--- src/common/ccs_regs.svh ---
// Notes on behaviour
// - With battery below precharge exit level at start, apply precharge current.
// - Precharge lasting 30 minutes without exit turns charger off with fault.
// - In voltage phase with timer pin valid, terminate on high feedback, low current.
// - Safety time is cap value times 5.6 minutes per nF, 10 to 110 nF.
// - Recharge drop, power-on reset or enable toggle start new cycle, reset timer.
// - Timer pin low disables termination and safety timer, holding it reset.
// - Timer pin at reference keeps termination but disables safety timer.
// - Safety timer resets when overvoltage, supply-low or sleep returns to normal.
// - Supply above battery: adapter switch on, battery off, then try charging.
// - Battery above supply: battery switch on and enter sleep; code sets sleep but keeps CCS_PP_AC until leave_ac.
// - Under lockout the device is off, adapter switch off, battery switch on.
// - Charging needs enable, awake, no overvoltage, 30 ms delay, LDOs, temps fine.
// - Charging stops on any enable condition lost or safety timer expiry.
// - In power up, sleep or no adapter, battery feeds the system; in CCS_PP_AC the code ignores sleep and keeps the adapter until leave_ac.
// - About 30 ms after leaving sleep, swap battery switch for adapter switch.
// - Every changeover holds both switches off 10 us first.
// - After adapter removal, return to battery once supply within 200 mV.
// - Each fast-charge entry ramps setpoint in eight steps of 1.6 ms.
// - Input current above limit lowers the charge current target.
// - Fast target is setpoint over 20 times sense resistance, 100 mV full scale.
// - Precharge and termination target is setpoint over 100 times, 125 mA minimum.
// - Input limit is setpoint over 20 times input sense resistance, 0 to 2 V.
`ifndef CCS_REGS_SVH
`define CCS_REGS_SVH

// ****************************************************************
// Clock and timing
// ****************************************************************
`define CCS_CLK_NS          5
`define CCS_TENTH_MIN_MS    6000
`define CCS_POWERUP_MS      30
`define CCS_DEAD_NS         10000
`define CCS_STEP_US         1600
`define CCS_PRE_LIMIT_MIN   30
`define CCS_TTC_TENTHS_NF   56
`define CCS_DEAD_CYC        (`CCS_DEAD_NS / `CCS_CLK_NS)
`define CCS_SS_STEPS        4'h8

// ****************************************************************
// Analog scaling of setpoints
// ****************************************************************
`define CCS_FAST_GAIN       20
`define CCS_PRE_GAIN        100
`define CCS_DPM_GAIN        20
`define CCS_SENSE_FS_MV     100
`define CCS_SETPOINT_FS_MV  2000
`define CCS_PRE_MIN_MA      125

// ****************************************************************
// Register map
// ****************************************************************
`define CCS_ADDR_TTC        8'h00
`define CCS_ADDR_STATUS     8'h04
`define CCS_ADDR_TIMER      8'h08
`define CCS_TTC_RESET       7'h0a
`define CCS_TTC_MIN         7'h0a
`define CCS_TTC_MAX         7'h6e
`define CCS_RESP_OKAY       2'h0
`define CCS_RESP_SLVERR     2'h2

`endif

--- src/common/ccs_pkg.sv ---
package ccs_pkg;

  typedef enum logic [4:0] {
    CCS_IDLE  = 5'b0_0001,
    CCS_PRE   = 5'b0_0010,
    CCS_FAST  = 5'b0_0100,
    CCS_DONE  = 5'b0_1000,
    CCS_FAULT = 5'b1_0000
  } ccs_chg_t;

  typedef enum logic [3:0] {
    CCS_PP_BATT    = 4'b0001,
    CCS_PP_TO_AC   = 4'b0010,
    CCS_PP_AC      = 4'b0100,
    CCS_PP_TO_BATT = 4'b1000
  } ccs_path_t;

  // Comparator and pin flags, all active high
  typedef struct packed {
    logic charge_enable;
    logic undervoltage_lockout;
    logic supply_low_state;
    logic input_overvoltage;
    logic supply_above_batt;
    logic supply_near_batt;
    logic ldo_good;
    logic die_over_temp;
    logic batt_temp_fault;
    logic above_precharge_exit;
    logic above_recharge;
    logic below_termination;
    logic input_over_limit;
    logic timer_cap_low;
    logic timer_cap_ref;
  } ccs_pins_t;

  typedef struct packed {
    logic       adapter_switch_drive;
    logic       battery_switch_drive;
    logic       charger_on;
    logic       fast_select;
    logic [3:0] current_step;
    logic       input_power_limit;
    logic       sleep;
    logic       fault;
    logic       charge_done;
  } ccs_cmd_t;

endpackage

--- src/rtl/ccs_top.sv ---
`timescale 1ns/1ps
`default_nettype none
`include "ccs_regs.svh"

module ccs_top #(
  parameter int unsigned TENTH_MIN_CYC = `CCS_TENTH_MIN_MS * (1000000 / `CCS_CLK_NS),
  parameter int unsigned DELAY_CYC     = `CCS_POWERUP_MS * (1000000 / `CCS_CLK_NS),
  parameter int unsigned STEP_CYC      = `CCS_STEP_US * (1000 / `CCS_CLK_NS)
) (
  input  wire logic              aclk,          // 200 MHz clock
  input  wire logic              aresetn,       // Synchronous reset, low
  input  wire ccs_pkg::ccs_pins_t pins_async,   // Comparator flags, unsynced
  output var  ccs_pkg::ccs_cmd_t  cmd,          // Switch and charger commands
  input  wire logic [7:0]        s_axi_awaddr,  // Write address
  input  wire logic              s_axi_awvalid, // Write address valid
  output logic                   s_axi_awready, // Write address ready
  input  wire logic [31:0]       s_axi_wdata,   // Write data
  input  wire logic [3:0]        s_axi_wstrb,   // Write strobes
  input  wire logic              s_axi_wvalid,  // Write data valid
  output logic                   s_axi_wready,  // Write data ready
  output logic [1:0]             s_axi_bresp,   // Write response
  output logic                   s_axi_bvalid,  // Write response valid
  input  wire logic              s_axi_bready,  // Write response ready
  input  wire logic [7:0]        s_axi_araddr,  // Read address
  input  wire logic              s_axi_arvalid, // Read address valid
  output logic                   s_axi_arready, // Read address ready
  output logic [31:0]            s_axi_rdata,   // Read data
  output logic [1:0]             s_axi_rresp,   // Read response
  output logic                   s_axi_rvalid,  // Read data valid
  input  wire logic              s_axi_rready   // Read data ready
);
  import ccs_pkg::*;

  // ****************************************************************
  // Input synchronisers
  // ****************************************************************
  ccs_pins_t pins_meta_reg;
  ccs_pins_t pins_reg;
  ccs_pins_t pins_last_reg;

  always_ff @(posedge aclk)
  begin
    pins_meta_reg <= pins_async;
    pins_reg      <= pins_meta_reg;
    pins_last_reg <= pins_reg;
  end

  logic sleep_now;
  logic timer_run_ok;
  logic term_ok;
  assign sleep_now    = !pins_reg.supply_above_batt;
  assign timer_run_ok = !pins_reg.timer_cap_low && !pins_reg.timer_cap_ref;
  assign term_ok      = !pins_reg.timer_cap_low;

  // ****************************************************************
  // Power-up and wake delay
  // ****************************************************************
  logic [31:0] wake_cnt_reg;
  logic        wake_done_reg;

  always_ff @(posedge aclk)
  begin
    if (!aresetn || sleep_now || pins_reg.undervoltage_lockout)
    begin
      wake_cnt_reg  <= 32'h0000_0000;
      wake_done_reg <= 1'b0;
    end
    else if (wake_cnt_reg == DELAY_CYC - 1)
      wake_done_reg <= 1'b1;
    else
      wake_cnt_reg <= wake_cnt_reg + 32'h0000_0001;
  end

  // ****************************************************************
  // Power path selector
  // ****************************************************************
  ccs_path_t   path_reg;
  logic [15:0] dead_cnt_reg;
  logic        want_ac;
  logic        leave_ac;

  assign want_ac  = !pins_reg.undervoltage_lockout && !sleep_now && wake_done_reg &&
                    !pins_reg.input_overvoltage;
  assign leave_ac = pins_reg.undervoltage_lockout || pins_reg.input_overvoltage ||
                    pins_reg.supply_near_batt;

  always_ff @(posedge aclk)
  begin
    if (!aresetn)
    begin
      path_reg     <= CCS_PP_BATT;
      dead_cnt_reg <= 16'h0000;
    end
    else
    begin
      case (path_reg)
        CCS_PP_BATT:
        begin
          dead_cnt_reg <= 16'h0000;
          if (want_ac)
            path_reg <= CCS_PP_TO_AC;
        end
        CCS_PP_TO_AC:
        begin
          dead_cnt_reg <= dead_cnt_reg + 16'h0001;
          if (leave_ac || sleep_now)
          begin
            path_reg     <= CCS_PP_TO_BATT;
            dead_cnt_reg <= 16'h0000;
          end
          else if (dead_cnt_reg == 16'(`CCS_DEAD_CYC - 1))
            path_reg <= CCS_PP_AC;
        end
        CCS_PP_AC:
        begin
          dead_cnt_reg <= 16'h0000;
          if (leave_ac)
            path_reg <= CCS_PP_TO_BATT;
        end
        CCS_PP_TO_BATT:
        begin
          dead_cnt_reg <= dead_cnt_reg + 16'h0001;
          if (dead_cnt_reg == 16'(`CCS_DEAD_CYC - 1))
            path_reg <= CCS_PP_BATT;
        end
        default:
          path_reg <= CCS_PP_BATT;
      endcase
    end
  end

  // ****************************************************************
  // Enable conditions and new-cycle triggers
  // ****************************************************************
  logic chg_allow;
  logic ce_toggle;
  logic resume_normal;
  logic por_reg;

  assign chg_allow = pins_reg.charge_enable && !pins_reg.undervoltage_lockout &&
                     !pins_reg.supply_low_state && !sleep_now &&
                     !pins_reg.input_overvoltage && wake_done_reg &&
                     pins_reg.ldo_good && !pins_reg.die_over_temp &&
                     !pins_reg.batt_temp_fault && path_reg == CCS_PP_AC;
  assign ce_toggle = pins_reg.charge_enable != pins_last_reg.charge_enable;
  assign resume_normal = (pins_last_reg.input_overvoltage && !pins_reg.input_overvoltage) ||
                         (pins_last_reg.supply_low_state && !pins_reg.supply_low_state) ||
                         (!pins_last_reg.supply_above_batt && pins_reg.supply_above_batt);

  always_ff @(posedge aclk)
  begin
    if (!aresetn)
      por_reg <= 1'b1;
    else
      por_reg <= 1'b0;
  end

  // ****************************************************************
  // Charge state machine
  // ****************************************************************
  ccs_chg_t chg_reg;
  logic     new_cycle;
  logic     pre_expired;
  logic     safety_expired;

  assign new_cycle = por_reg || ce_toggle ||
                     (chg_reg == CCS_DONE && !pins_reg.above_recharge);

  always_ff @(posedge aclk)
  begin
    if (!aresetn)
      chg_reg <= CCS_IDLE;
    else if (new_cycle)
      chg_reg <= CCS_IDLE;
    else
    begin
      case (chg_reg)
        CCS_IDLE:
          if (chg_allow)
            chg_reg <= pins_reg.above_precharge_exit ? CCS_FAST : CCS_PRE;
        CCS_PRE:
          if (!chg_allow)
            chg_reg <= CCS_IDLE;
          else if (pre_expired)
            chg_reg <= CCS_FAULT;
          else if (pins_reg.above_precharge_exit)
            chg_reg <= CCS_FAST;
        CCS_FAST:
          if (!chg_allow)
            chg_reg <= CCS_IDLE;
          else if (safety_expired)
            chg_reg <= CCS_FAULT;
          else if (term_ok && pins_reg.above_recharge && pins_reg.below_termination)
            chg_reg <= CCS_DONE;
        CCS_DONE:
          if (!chg_allow)
            chg_reg <= CCS_IDLE;
        CCS_FAULT:
          chg_reg <= CCS_FAULT;
        default:
          chg_reg <= CCS_IDLE;
      endcase
    end
  end

  // ****************************************************************
  // Safety and precharge timers
  // ****************************************************************
  logic [6:0]  ttc_nf_reg;
  logic [31:0] tick_cnt_reg;
  logic        tick_reg;
  logic [15:0] safety_cnt_reg;
  logic [8:0]  pre_cnt_reg;
  logic [15:0] safety_limit;
  logic        charging;

  assign charging       = chg_reg == CCS_PRE || chg_reg == CCS_FAST;
  assign safety_limit   = 16'(ttc_nf_reg * `CCS_TTC_TENTHS_NF);
  assign safety_expired = timer_run_ok && safety_cnt_reg >= safety_limit;
  assign pre_expired    = pre_cnt_reg >= 9'(`CCS_PRE_LIMIT_MIN * 10);

  always_ff @(posedge aclk)
  begin
    if (!aresetn || !charging)
    begin
      tick_cnt_reg <= 32'h0000_0000;
      tick_reg     <= 1'b0;
    end
    else if (tick_cnt_reg == TENTH_MIN_CYC - 1)
    begin
      tick_cnt_reg <= 32'h0000_0000;
      tick_reg     <= 1'b1;
    end
    else
    begin
      tick_cnt_reg <= tick_cnt_reg + 32'h0000_0001;
      tick_reg     <= 1'b0;
    end
  end

  always_ff @(posedge aclk)
  begin
    if (!aresetn || new_cycle || resume_normal || !timer_run_ok)
      safety_cnt_reg <= 16'h0000;
    else if (tick_reg && charging && !safety_expired)
      safety_cnt_reg <= safety_cnt_reg + 16'h0001;
  end

  always_ff @(posedge aclk)
  begin
    if (!aresetn || chg_reg != CCS_PRE)
      pre_cnt_reg <= 9'h000;
    else if (tick_reg && !pre_expired)
      pre_cnt_reg <= pre_cnt_reg + 9'h001;
  end

  // ****************************************************************
  // Soft start of fast-charge setpoint
  // ****************************************************************
  logic [3:0]  step_reg;
  logic [31:0] step_cnt_reg;

  always_ff @(posedge aclk)
  begin
    if (!aresetn || chg_reg != CCS_FAST)
    begin
      step_reg     <= 4'h0;
      step_cnt_reg <= 32'h0000_0000;
    end
    else if (step_reg == 4'h0)
      step_reg <= 4'h1;
    else if (step_reg != `CCS_SS_STEPS)
    begin
      if (step_cnt_reg == STEP_CYC - 1)
      begin
        step_cnt_reg <= 32'h0000_0000;
        step_reg     <= step_reg + 4'h1;
      end
      else
        step_cnt_reg <= step_cnt_reg + 32'h0000_0001;
    end
  end

  // ****************************************************************
  // Command outputs
  // ****************************************************************
  always_ff @(posedge aclk)
  begin
    if (!aresetn)
    begin
      cmd <= '0;
      cmd.battery_switch_drive <= 1'b1;
    end
    else
    begin
      cmd.adapter_switch_drive <= path_reg == CCS_PP_AC;
      cmd.battery_switch_drive <= path_reg == CCS_PP_BATT;
      cmd.charger_on           <= charging && chg_allow;
      cmd.fast_select          <= chg_reg == CCS_FAST;
      cmd.current_step         <= step_reg;
      cmd.input_power_limit    <= charging && pins_reg.input_over_limit;
      cmd.sleep                <= sleep_now;
      cmd.fault                <= chg_reg == CCS_FAULT;
      cmd.charge_done          <= chg_reg == CCS_DONE;
    end
  end

  // ****************************************************************
  // AXI4-Lite write channel
  // ****************************************************************
  logic [7:0] aw_addr_reg;
  logic [7:0] w_strb_pad;
  logic [6:0] w_data_reg;
  logic       w_lane0_reg;
  logic       aw_got_reg;
  logic       w_got_reg;

  assign w_strb_pad = {4'h0, s_axi_wstrb};

  always_ff @(posedge aclk)
  begin
    if (!aresetn)
    begin
      s_axi_awready <= 1'b1;
      s_axi_wready  <= 1'b1;
      s_axi_bvalid  <= 1'b0;
      s_axi_bresp   <= `CCS_RESP_OKAY;
      aw_got_reg    <= 1'b0;
      w_got_reg     <= 1'b0;
      aw_addr_reg   <= 8'h00;
      w_data_reg    <= 7'h00;
      w_lane0_reg   <= 1'b0;
      ttc_nf_reg    <= `CCS_TTC_RESET;
    end
    else
    begin
      if (s_axi_awvalid && s_axi_awready)
      begin
        aw_addr_reg   <= s_axi_awaddr;
        aw_got_reg    <= 1'b1;
        s_axi_awready <= 1'b0;
      end
      if (s_axi_wvalid && s_axi_wready)
      begin
        w_data_reg   <= s_axi_wdata[6:0];
        w_lane0_reg  <= w_strb_pad[0];
        w_got_reg    <= 1'b1;
        s_axi_wready <= 1'b0;
      end
      if (aw_got_reg && w_got_reg && !s_axi_bvalid)
      begin
        s_axi_bvalid <= 1'b1;
        if (aw_addr_reg == `CCS_ADDR_TTC)
        begin
          s_axi_bresp <= `CCS_RESP_OKAY;
          if (w_lane0_reg && w_data_reg >= `CCS_TTC_MIN && w_data_reg <= `CCS_TTC_MAX)
            ttc_nf_reg <= w_data_reg;
        end
        else if (aw_addr_reg == `CCS_ADDR_STATUS || aw_addr_reg == `CCS_ADDR_TIMER)
          s_axi_bresp <= `CCS_RESP_OKAY;
        else
          s_axi_bresp <= `CCS_RESP_SLVERR;
      end
      if (s_axi_bvalid && s_axi_bready)
      begin
        s_axi_bvalid  <= 1'b0;
        aw_got_reg    <= 1'b0;
        w_got_reg     <= 1'b0;
        s_axi_awready <= 1'b1;
        s_axi_wready  <= 1'b1;
      end
    end
  end

  // ****************************************************************
  // AXI4-Lite read channel
  // ****************************************************************
  logic [31:0] status_word;
  assign status_word = {13'h0000, path_reg, chg_reg, wake_done_reg, sleep_now,
                        cmd.adapter_switch_drive, cmd.battery_switch_drive,
                        cmd.current_step, cmd.fault, cmd.charge_done};

  always_ff @(posedge aclk)
  begin
    if (!aresetn)
    begin
      s_axi_arready <= 1'b1;
      s_axi_rvalid  <= 1'b0;
      s_axi_rdata   <= 32'h0000_0000;
      s_axi_rresp   <= `CCS_RESP_OKAY;
    end
    else if (s_axi_arvalid && s_axi_arready)
    begin
      s_axi_arready <= 1'b0;
      s_axi_rvalid  <= 1'b1;
      s_axi_rresp   <= `CCS_RESP_OKAY;
      if (s_axi_araddr == `CCS_ADDR_TTC)
        s_axi_rdata <= {25'h000_0000, ttc_nf_reg};
      else if (s_axi_araddr == `CCS_ADDR_STATUS)
        s_axi_rdata <= status_word;
      else if (s_axi_araddr == `CCS_ADDR_TIMER)
        s_axi_rdata <= {safety_cnt_reg, 7'h00, pre_cnt_reg};
      else
      begin
        s_axi_rdata <= 32'h0000_0000;
        s_axi_rresp <= `CCS_RESP_SLVERR;
      end
    end
    else if (s_axi_rvalid && s_axi_rready)
    begin
      s_axi_rvalid  <= 1'b0;
      s_axi_arready <= 1'b1;
    end
  end

endmodule

`default_nettype wire

--- config.mk ---
export PLATFORM = sky130hd
export DESIGN_NAME = ccs_top
export DESIGN_NICKNAME = d
export VERILOG_FILES = /design/src/common/ccs_pkg.sv /design/src/rtl/ccs_top.sv
export VERILOG_INCLUDE_DIRS = /design/src /design/src/common
export SDC_FILE = /design/constraint.sdc
export NUM_CORES = 1
export LEC_CHECK = 0
export CAP_MARGIN = 40
export CORE_ASPECT_RATIO = 1.5
export CORE_MARGIN = 8
export CORE_UTILIZATION = 57
export DETAILED_ROUTE_END_ITERATION = 6
export DONT_BUFFER_PORTS = 1
export GPL_TIMING_DRIVEN = 0
export PLACE_DENSITY = 0.75
export RECOVER_POWER = 100
export SETUP_SLACK_MARGIN = 0.5
export SYNTH_ARGS = -nofsm -noshare
export SYNTH_HDL_FRONTEND = slang
export SYNTH_SLANG_ARGS = --single-unit
--- constraint.sdc ---
create_clock -name aclk -period 3.7 [get_ports aclk]
set_clock_uncertainty 0.2 [all_clocks]
set_input_delay 0 -clock aclk [delete_from_list [all_inputs] [get_ports aclk]]
set_output_delay 0 -clock aclk [all_outputs]
set_load 0.005 [all_outputs]
==> impl_metrics.env, run 1 <==
export IMPL_layout_min_cycle_time_ps=4061
export IMPL_fp_dieW_um=131.1
export IMPL_worst_pin_slew_ps=957.8
export IMPL_syn_avg_cell_area_um2=8.885
export IMPL_r2r_start="ttc_nf_reg[1]$_SDFFE_PN1P_"
export IMPL_post_place_ws_ps=-538.9
export IMPL_dieArea_mm2=0.02473
export IMPL_critPathSlowestCell="fa_1"
export IMPL_timing_rr_end="chg_reg[1]$_SDFFE_PP0P_"
export IMPL_end_kind="flip-flop"
export IMPL_hold_violations=0
export IMPL_chipHeight_um=188.7
export IMPL_fin_ws_ps=-360.5
export IMPL_grt_usage=0.2255
export IMPL_setup_viol=18
export IMPL_relSlewSlack=0.3525
export IMPL_crit_type="flip-flop to flip-flop"
export IMPL_yosys_top_cells_area="dfxtp_1 (46%), nor2_1 (7.2%), xnor2_1 (4.9%), xor2_1 (3.9%), ha_1 (3.2%)"
export IMPL_min_to="s_axi_wready$_SDFFE_PP1P_"
export IMPL_ys_flop_type="dfxtp_1"
export IMPL_yosys_area_top_type="dfxtp_1"
export IMPL_fillers=1415
export IMPL_wire_per_inst_um=17.13
export IMPL_drc=0
export IMPL_globalplace_congestion=0.8828
export IMPL_cpMostUsedCell="a21oi_2"
export IMPL_power_mw=6.171
export IMPL_cts_tree="built"
export IMPL_final_core_util=0.7049
export IMPL_area_growth_pct=22.12
export IMPL_grt_overflow=0
export IMPL_grt_start_max_net_pins=16
export IMPL_diodes=0
export IMPL_synth_edf_count=0
export IMPL_reg2reg_slack_ps=-360
export IMPL_dp_cells=1536
export IMPL_clock_sinks=263
export IMPL_clk_path_buf_depth=3
export IMPL_drive_gt1_frac=0.07799
export IMPL_power_density_mw_per_mm2=446.0
export IMPL_ir_drop_v=0.0003831
export IMPL_antenna_found_initial=0
export IMPL_ios=127
export IMPL_hpwlAfterDp_mm=19.07
export IMPL_worstHoldPathCells=3
export IMPL_leakage_nw=4.888
export IMPL_firstDrtPassIters=7
export IMPL_path_clk_slew_ps=60
export IMPL_setup_tns_final_ps=-5345
export IMPL_grt_pass1_vias=9627
export IMPL_h_tree_depth=1
export IMPL_cts_buffers=25
export IMPL_synthCells=1275
export IMPL_finalNonFillerCells=1696
export IMPL_rsz0062_at_grt="true"
export IMPL_async_flop_share=0
export IMPL_root_buffer="clkbuf_16"
export IMPL_vias=9676
export IMPL_status="finished with violations"
export IMPL_yosysUniqueCellTypes=71
export IMPL_routed_wl_mm=29.05
export IMPL_place_area_mm2=0.01170
export IMPL_num_rows=63
export IMPL_holdCritStartpoint="s_axi_bready"
export IMPL_synth_most_common_cell="dfxtp_1"
export IMPL_violations="setup timing"
export IMPL_synth_top_area_frac=0.4648
export IMPL_netlist_area_mm2=0.01133
export IMPL_synth_common_cells="dfxtp_1 (263), nor2_1 (217), nand2_1 (89)"
export IMPL_ant_nets=0
export IMPL_clk_latency_ps=530
export IMPL_finalCritPeriodShare=1.097
export IMPL_worstHoldPathType="primary input to flip-flop"
export IMPL_ys_warnings_count=0
export IMPL_nets=1527
export IMPL_ys_seq_elements=263
export IMPL_arrival_ps=4330
export IMPL_grt_pass1_wl_mm=46.95
export IMPL_fmax_mhz=246.3
export IMPL_synthXorXnorAreaFrac=0.08814
export IMPL_max_cap_violations=0
export IMPL_core_mm2=0.01963
export IMPL_synth_simple_area_share=0.2571
export IMPL_r2r_cells=16
export IMPL_seq_area_frac_synth=0.4648
export IMPL_hold_slack_ps=73.19
export IMPL_critPathMaxStageDelay_ps=490
export IMPL_cp_max_fo=4
export IMPL_fin_area_mm2=0.01383
export IMPL_required_ps=3960
export IMPL_finalMaxSlewViolations=0
export IMPL_cp_start_kind="flip-flop"
export IMPL_port_buffers=0
export IMPL_synth_compound_area_frac=0.1012
export IMPL_synthAdderAreaFrac=0.04440
export IMPL_avgViaCountPerCell=5.705
export IMPL_synth_mux_area_frac=0.01071
export IMPL_initial_utilization=0.5772
export IMPL_crit_chain="fa_1, ha_2, fa_2, a21o_1, a21oi_2, inv_1, a21oi_2, o21bai_1, xnor2_1, ha_1, nand4_1, a211oi_4, buf_6, nor4b_4, or4_1, a21oi_1"
export IMPL_initialDrtViolationCount=665
export IMPL_synth_top_family_by_area="simple AND/OR/NAND/NOR gates"
per-layer routing:
metal | GRT usage | share of wire
met5 | 0 | 0
met3 | 0.04291 | 0.058
met2 | 0.4093 | 0.50
met4 | 0.1229 | 0.052
met1 | 0.2413 | 0.39
power by group:
part,switching (mW),internal (mW)
combinational,0.252,0.168
clock,1.11,1.70
sequential,0.0491,2.89
total,1.41,4.76
placed cells by master (no fill, tap or decap), drive strengths merged, types with 41 or more instances in the layout:
cell type	Yosys	routed
nand3	57	57
inv	39	41
xnor2	63	63
dfxtp	263	263
nor2	217	217
clkbuf	33	77
xor2	51	51
dlygate4sd3	0	97
nor3	42	42
nand2	89	89
a21oi	67	67
critical path: cells and delay by family, from the launching register on:
| family | cells | cell delay, ps |
|---|---|---|
| AO/OA/AOI/OAI | 6 | 990 |
| XOR/XNOR | 1 | 150 |
| adder cells (fa/ha/maj) | 4 | 1410 |
| buffers and inverters | 2 | 240 |
| flip-flops | 1 | 360 |
| AND/OR/NAND/NOR | 3 | 640 |
final cells by class:
class                           count  area [um2]  share of cell area
Clock inverter                     14       211.5             0.01528
Inverter                           39       146.4             0.01058
Buffer                             52       214.0             0.01547
Multi-Input combinational cell    922        5828              0.4213
Tap cell                          260       325.3             0.02351
Clock buffer                       32       701.9             0.05074
Sequential cell                   263        5279              0.3816
Timing Repair Buffer              114        1129             0.08158
worst max-delay path by stage:
stage	start	end	slack, ps	depth (start not counted)
6_report	ttc_nf_reg[1]$_SDFFE_PN1P_	chg_reg[1]$_SDFFE_PP0P_	-360	16
5_1_grt	ttc_nf_reg[1]$_SDFFE_PN1P_	chg_reg[1]$_SDFFE_PP0P_	-510	16
4_1_cts	ttc_nf_reg[2]$_SDFFE_PN0P_	safety_cnt_reg[3]$_SDFFE_PP0P_	-200	16
3_5_place_dp	ttc_nf_reg[0]$_SDFFE_PN0P_	safety_cnt_reg[3]$_SDFFE_PP0P_	-540	16
3_3_place_gp	ttc_nf_reg[0]$_SDFFE_PN0P_	chg_reg[1]$_SDFFE_PP0P_	-570	15
2_1_floorplan	ttc_nf_reg[1]$_SDFFE_PN1P_	chg_reg[1]$_SDFFE_PP0P_	-80	15
cell families after synthesis:
kind of cell             after synthesis
adder cells (fa/ha/maj)               36
XOR/XNOR                             114
multiplexers                          12
flip-flops                           263
buffers and inverters                 91
AND/OR/NAND/NOR                      580
other                                  1
AO/OA/AOI/OAI                        178
timing repair:
action / CTS / global route
pin swaps: 20 / 19
hold buffers: 97 / 0
endpoints found under the hold margin: 96 / 0
buffers inserted: 11 / 5
endpoints found under the setup margin: 18 / 18
gates cloned: 1 / 0
gates resized for setup: 26 / 16
Power figures use the tool's default switching activity.
==> run 2, diff against run 1 <==
Settings changed: CELL_PAD_IN_SITES_DETAIL_PLACEMENT from default to 0, CELL_PAD_IN_SITES_GLOBAL_PLACEMENT from default to 1, CORE_ASPECT_RATIO 1.5 to default, CORE_UTILIZATION 57 to 44, PLACE_DENSITY 0.75 to default, PLACE_DENSITY_LB_ADDON from default to 0.1.
==> run 2 against run 1 <==
Net effect:
- the flow still finishes with violations (setup timing)
- hold slack got worse by 31 ps
- clock power rose by 15%
- non-clock buffer count did not move
- critical path depth rose by 1
- sequential power barely moved
- sequential cell count did not move
- die area rose by 26%
- core utilization fell by 15 points
- fmax rose by 4.3%
- final cell count rose by 4.6%
- via count fell by 4.4%
==> impl_metrics.env, run 2 (synthesis gave the netlist of run 1 again) <==
export IMPL_hold_slack_ps=42.26
export IMPL_globalplace_congestion=0.8257
export IMPL_initial_utilization=0.4486
export IMPL_power_mw=6.585
export IMPL_hold_violations=0
export IMPL_finalMaxSlewViolations=0
export IMPL_drive_gt1_frac=0.08172
export IMPL_nets=1532
export IMPL_cts_tree="built"
export IMPL_violations="setup timing"
export IMPL_num_rows=58
export IMPL_setup_viol=18
export IMPL_grt_pass1_vias=9053
export IMPL_power_density_mw_per_mm2=466.9
export IMPL_chipHeight_um=176.5
export IMPL_clk_latency_ps=550
export IMPL_antenna_found_initial=0
export IMPL_port_buffers=0
export IMPL_h_tree_depth=1
export IMPL_max_cap_violations=0
export IMPL_grt_start_max_net_pins=15
export IMPL_post_place_ws_ps=-581.4
export IMPL_avgViaCountPerCell=5.215
export IMPL_initialDrtViolationCount=368
export IMPL_worst_pin_slew_ps=871.4
export IMPL_relSlewSlack=0.4137
export IMPL_grt_usage=0.1795
export IMPL_ant_nets=0
export IMPL_wire_per_inst_um=16.06
export IMPL_end_kind="flip-flop"
export IMPL_cp_max_fo=4
export IMPL_fin_ws_ps=-194.6
export IMPL_core_mm2=0.02525
export IMPL_arrival_ps=4180
export IMPL_path_buf_inv=4
export IMPL_fmax_mhz=256.8
export IMPL_worstHoldPathType="primary input to flip-flop"
export IMPL_leakage_nw=4.966
export IMPL_final_cell_mix="dfxtp_1 (258), nor2_1 (216), dlygate4sd3_1 (95), nand2_1 (89)"
export IMPL_path_clk_slew_ps=60
export IMPL_critPathMaxStageDelay_ps=480
export IMPL_clk_path_buf_depth=3
export IMPL_firstDrtPassIters=5
export IMPL_cp_start_kind="flip-flop"
export IMPL_crit_family="adder cells"
export IMPL_finalCritPeriodShare=1.053
export IMPL_layout_min_cycle_time_ps=3895
export IMPL_cpMostUsedCell="buf_4"
export IMPL_rsz0062_at_grt="true"
export IMPL_drc=0
export IMPL_area_growth_pct=24.51
export IMPL_hpwlAfterDp_mm=19.49
export IMPL_crit_type="flip-flop to flip-flop"
export IMPL_setup_tns_final_ps=-2139
export IMPL_crit_chain="fa_1, ha_2, fa_2, a21o_1, a21oi_2, buf_4, buf_4, buf_4, xor2_1, ha_1, a21o_1, nand3_1, a21oi_4, buf_12, nor4b_4, or4_1, a21oi_1"
export IMPL_routed_wl_mm=28.49
export IMPL_grt_overflow=0
export IMPL_dieArea_mm2=0.03114
export IMPL_fp_dieW_um=176.5
export IMPL_ir_drop_v=0.0004581
export IMPL_required_ps=3990
export IMPL_status="finished with violations"
export IMPL_diodes=0
export IMPL_root_buffer="clkbuf_16"
export IMPL_ios=127
export IMPL_mostFrequentLayoutCell="dfxtp_1"
export IMPL_critPathSlowestCell="fa_1"
export IMPL_clock_sinks=263
export IMPL_cts_buffers=30
export IMPL_vias=9251
export IMPL_grt_pass1_wl_mm=46.46
==> run 2: cell count changes in the layout (fill, tap and decap cells not counted), moves of 3 or more <==
cell / delta
buf_6: -3
and2_0: +3
clkbuf_16: +6
buf_4: +4
and2_1: -3
==> run 2: worst paths after layout <==
kind                                            startpoint                          to  slack (ps)  cells after the start
worst min-delay path                          s_axi_bready  s_axi_awready$_SDFFE_PP1P_          40                      3
worst max register to register  ttc_nf_reg[0]$_SDFFE_PN0P_     chg_reg[1]$_SDFFE_PP0P_        -190                     17
worst max-delay path            ttc_nf_reg[0]$_SDFFE_PN0P_     chg_reg[1]$_SDFFE_PP0P_        -190                     17
worst min register to register    pins_meta_reg[1]$_DFF_P_         pins_reg[1]$_DFF_P_         130                      0
==> run 2: report_power, final <==
group	total [mW]	internal, mW	switching, mW
Sequential	2.94	2.89	0.0463
Clock	3.23	2.04	1.19
Combinational	0.418	0.168	0.251
==> run 2: cell type report <==
class                   instances  area (um2)
flip-flops and latches        263        5281
plain buffers                  52       214.0
well taps                     330       412.9
repair buffers                114        1125
inverters                      39       146.4
multi-input cells             922        5829
clock inverters                15       240.2
clock buffers                  39       855.8
fillers                      2325       11150
==> run 2: metal layers <==
metal,up-vias,global-route usage,wire [um]
li1,4727,-,-
met1,4331,0.2321,13370
met2,156,0.2971,13000
met3,37,0.03717,1545
met4,0,0.05359,568
met5,-,0,0
==> run 2: through the flow <==
step / cells / instance area, um2 / util
2_1_floorplan: 1276 / 11380 / -
3_5_place_dp: 1606 / 11790 / 0.4669
6_report: 1774 / 14100 / 0.5585
3_3_place_gp: 1606 / 11790 / 0.4669
5_1_grt: 1774 / 14100 / 0.5585
4_1_cts: 1768 / 14080 / 0.5577
==> run 2: worst register-to-register path, stage by stage (launching register included) <==
cell	delay (ps)
dfxtp_4	350
fa_1	480
ha_2	200
fa_2	330
a21o_1	170
a21oi_2	150
buf_4	130
buf_4	90
buf_4	90
xor2_1	60
ha_1	300
a21o_1	130
nand3_1	120
a21oi_4	280
buf_12	160
nor4b_4	50
or4_1	410
a21oi_1	140
==> run 2: what timing repair did <==
item                                    4_1_cts  5_1_grt
setup buffers                                13        6
endpoints found under the setup margin       18       18
hold buffers                                 95        0
resized for setup                            28       10
pin swaps                                    19       21
endpoints found under the hold margin       100        0
==> run 3, diff against run 2 <==
Settings changed: CORE_MARGIN 8 to default, CORE_UTILIZATION 44 to 48, PLACE_DENSITY from default to 0.81, PLACE_DENSITY_LB_ADDON 0.1 to default.
Clock period 3.7 ns to 4.3 ns, I/O delays scaled along.
==> run 3 against run 2 <==
Net effect:
- the run now ends clean
- first-iteration DRC count increased by 39%
- largest power group is now registers
- via count increased by 0.53%
- worst setup slack improved by 410 ps
- critical endpoint is now safety_cnt_reg[6]$_SDFFE_PP0P_
- critical path depth unchanged
- cell area decreased by 2.1%
==> impl_metrics.env, run 3 (synthesis gave the netlist of run 1 again) <==
export IMPL_status="finished, final reports clean"
export IMPL_timing_rr_end="safety_cnt_reg[6]$_SDFFE_PP0P_"
export IMPL_clk_latency_ps=540
export IMPL_initialDrtViolationCount=510
export IMPL_grt_start_max_net_pins=14
export IMPL_setup_tns_final_ps=0
export IMPL_worst_pin_slew_ps=1137
export IMPL_port_buffers=0
export IMPL_path_clk_slew_ps=60
export IMPL_r2r_cells=17
export IMPL_fillers=2059
export IMPL_finalMaxSlewViolations=0
export IMPL_min_to="s_axi_wready$_SDFFE_PP1P_"
export IMPL_finalCritPeriodShare=0.9488
export IMPL_mostFrequentLayoutCell="dfxtp_1"
export IMPL_grt_pass1_vias=8741
export IMPL_netSwitchingPower_mw=1.205
export IMPL_reg2reg_slack_ps=220
export IMPL_crit_type="flip-flop to flip-flop"
export IMPL_cp_max_fo=5
export IMPL_area_growth_pct=21.86
export IMPL_hold_slack_ps=36.60
export IMPL_rsz0062_at_grt="true"
export IMPL_end_kind="flip-flop"
export IMPL_antenna_found_initial=0
export IMPL_final_core_util=0.6024
export IMPL_leakage_nw=4.867
export IMPL_core_mm2=0.02292
export IMPL_worstHoldPathType="primary input to flip-flop"
export IMPL_cp_start_kind="flip-flop"
export IMPL_ios=127
export IMPL_hpwlAfterDp_mm=18.03
export IMPL_final_cell_mix="dfxtp_1 (258), nor2_1 (216), dlygate4sd3_1 (96), nand2_1 (89), a21oi_1 (64)"
export IMPL_clk_path_buf_depth=3
export IMPL_power_density_mw_per_mm2=376.3
export IMPL_p_clk_frac=0.444
export IMPL_clock_sinks=263
export IMPL_combPwrFrac=0.069
export IMPL_layout_min_cycle_time_ps=4080
export IMPL_chipHeight_um=155.6
export IMPL_grt_overflow=0
export IMPL_p_int_mw=3.990
export IMPL_relSlewSlack=0.2360
export IMPL_ir_drop_v=0.0003205
export IMPL_ant_nets=0
export IMPL_routed_wl_mm=27.22
export IMPL_holdCritStartpoint="s_axi_bready"
export IMPL_root_buffer="clkbuf_16"
export IMPL_arrival_ps=4290
export IMPL_drc=0
export IMPL_dp_cells=1589
export IMPL_avgViaCountPerCell=5.317
export IMPL_seqPwrFrac=0.487
export IMPL_cts_buffers=28
export IMPL_firstDrtPassIters=5
export IMPL_vias=9300
export IMPL_nets=1531
export IMPL_hold_violations=0
export IMPL_grt_pass1_wl_mm=43.98
export IMPL_swShare=0.2320
export IMPL_h_tree_depth=1
export IMPL_num_rows=55
export IMPL_initial_utilization=0.4943
export IMPL_diodes=0
export IMPL_cts_tree="built"
export IMPL_wire_per_inst_um=15.56
export IMPL_fp_dieW_um=155.6
export IMPL_setup_viol=0
export IMPL_drive_gt1_frac=0.07242
export IMPL_globalplace_congestion=0.8349
export IMPL_fmax_mhz=245.1
export IMPL_required_ps=4510
export IMPL_max_cap_violations=0
export IMPL_finalNonFillerCells=1749
export IMPL_worstHoldPathCells=3
export IMPL_grt_usage=0.2250
export IMPL_dieArea_mm2=0.02422
export IMPL_r2r_start="ttc_nf_reg[2]$_SDFFE_PN0P_"
-- run 3: cell count changes in the layout (fill, tap and decap cells not counted), sizes merged --
| cell | delta |
|---|---|
| a21oi | +1 |
| bufinv | -5 |
| clkinv | +1 |
| dlygate4sd3 | +1 |
| clkinvlp | -3 |
| buf | -3 |
-- run 3: worst max-delay path by stage --
stage	start	to	cells after the start
4_1_cts	ttc_nf_reg[1]$_SDFFE_PN1P_	safety_cnt_reg[3]$_SDFFE_PP0P_	16
3_3_place_gp	ttc_nf_reg[0]$_SDFFE_PN0P_	chg_reg[1]$_SDFFE_PP0P_	15
3_5_place_dp	ttc_nf_reg[0]$_SDFFE_PN0P_	chg_reg[1]$_SDFFE_PP0P_	15
2_1_floorplan	ttc_nf_reg[1]$_SDFFE_PN1P_	chg_reg[1]$_SDFFE_PP0P_	15
5_1_grt	ttc_nf_reg[2]$_SDFFE_PN0P_	safety_cnt_reg[6]$_SDFFE_PP0P_	17
6_report	ttc_nf_reg[2]$_SDFFE_PN0P_	safety_cnt_reg[6]$_SDFFE_PP0P_	17
-- run 3: power by group through the flow --
stage | clock network, mW | logic (mW) | registers, mW
after floorplan | 0 | 0.217 | 2.57
after global placement | 0 | 0.288 | 2.59
after detailed placement | 0 | 0.288 | 2.59
after CTS | 2.36 | 0.361 | 2.53
after global routing | 2.45 | 0.394 | 2.53
final | 2.31 | 0.358 | 2.53
-- run 3: stage by stage --
stage | instance area, um2 | setup slack, ps | power, mW
finish | 13800 | 220.2 | 5.195
global route | 13800 | 88.04 | 5.382
CTS | 13860 | 362.5 | 5.247
detailed placement | 11750 | 60.87 | 2.874
global placement | 11750 | 40.66 | 2.873
floorplan | 11350 | 511.7 | 2.787
-- run 3: what timing repair did --
action | CTS | global route
hold buffers | 96 | 0
cloned | 2 | 0
resized for setup | 34 | 8
hold endpoints to repair | 104 | 0
pin swaps | 16 | 22
buffers inserted | 13 | 4
endpoints found under the setup margin | 18 | 18
-- run 3: worst max-delay path, stage by stage, from the launching register on --
cell,delay (ps)
dfxtp_4,370
fa_1,470
ha_2,220
fa_2,360
a21o_1,170
a21oi_2,130
inv_1,60
a21oi_2,110
o21bai_1,90
xnor2_1,190
ha_2,340
a211oi_4,310
clkbuf_4,200
buf_6,100
a21oi_4,90
nor4_1,330
xnor2_1,170
nor2_1,50
-- run 3: final cells by class --
class	count	area [um2]	area share
multi-input combinational	923	5782	0.4188
sequential	263	5281	0.3826
timing repair buffer	114	1119	0.08103
clock buffer	37	805.8	0.05837
tap	313	391.6	0.02837
buffer	52	214.0	0.01550
inverter	39	146.4	0.01060
clock inverter	8	65.06	0.004713
-- run 3: per-layer routing --
layer	vias to the layer above	global-route usage	share of wire
met3	64	0.03278	0.041
met2	176	0.3775	0.46
met4	0	0.07890	0.033
met1	4346	0.2950	0.47
li1	4714	-	-
met5	-	0	0
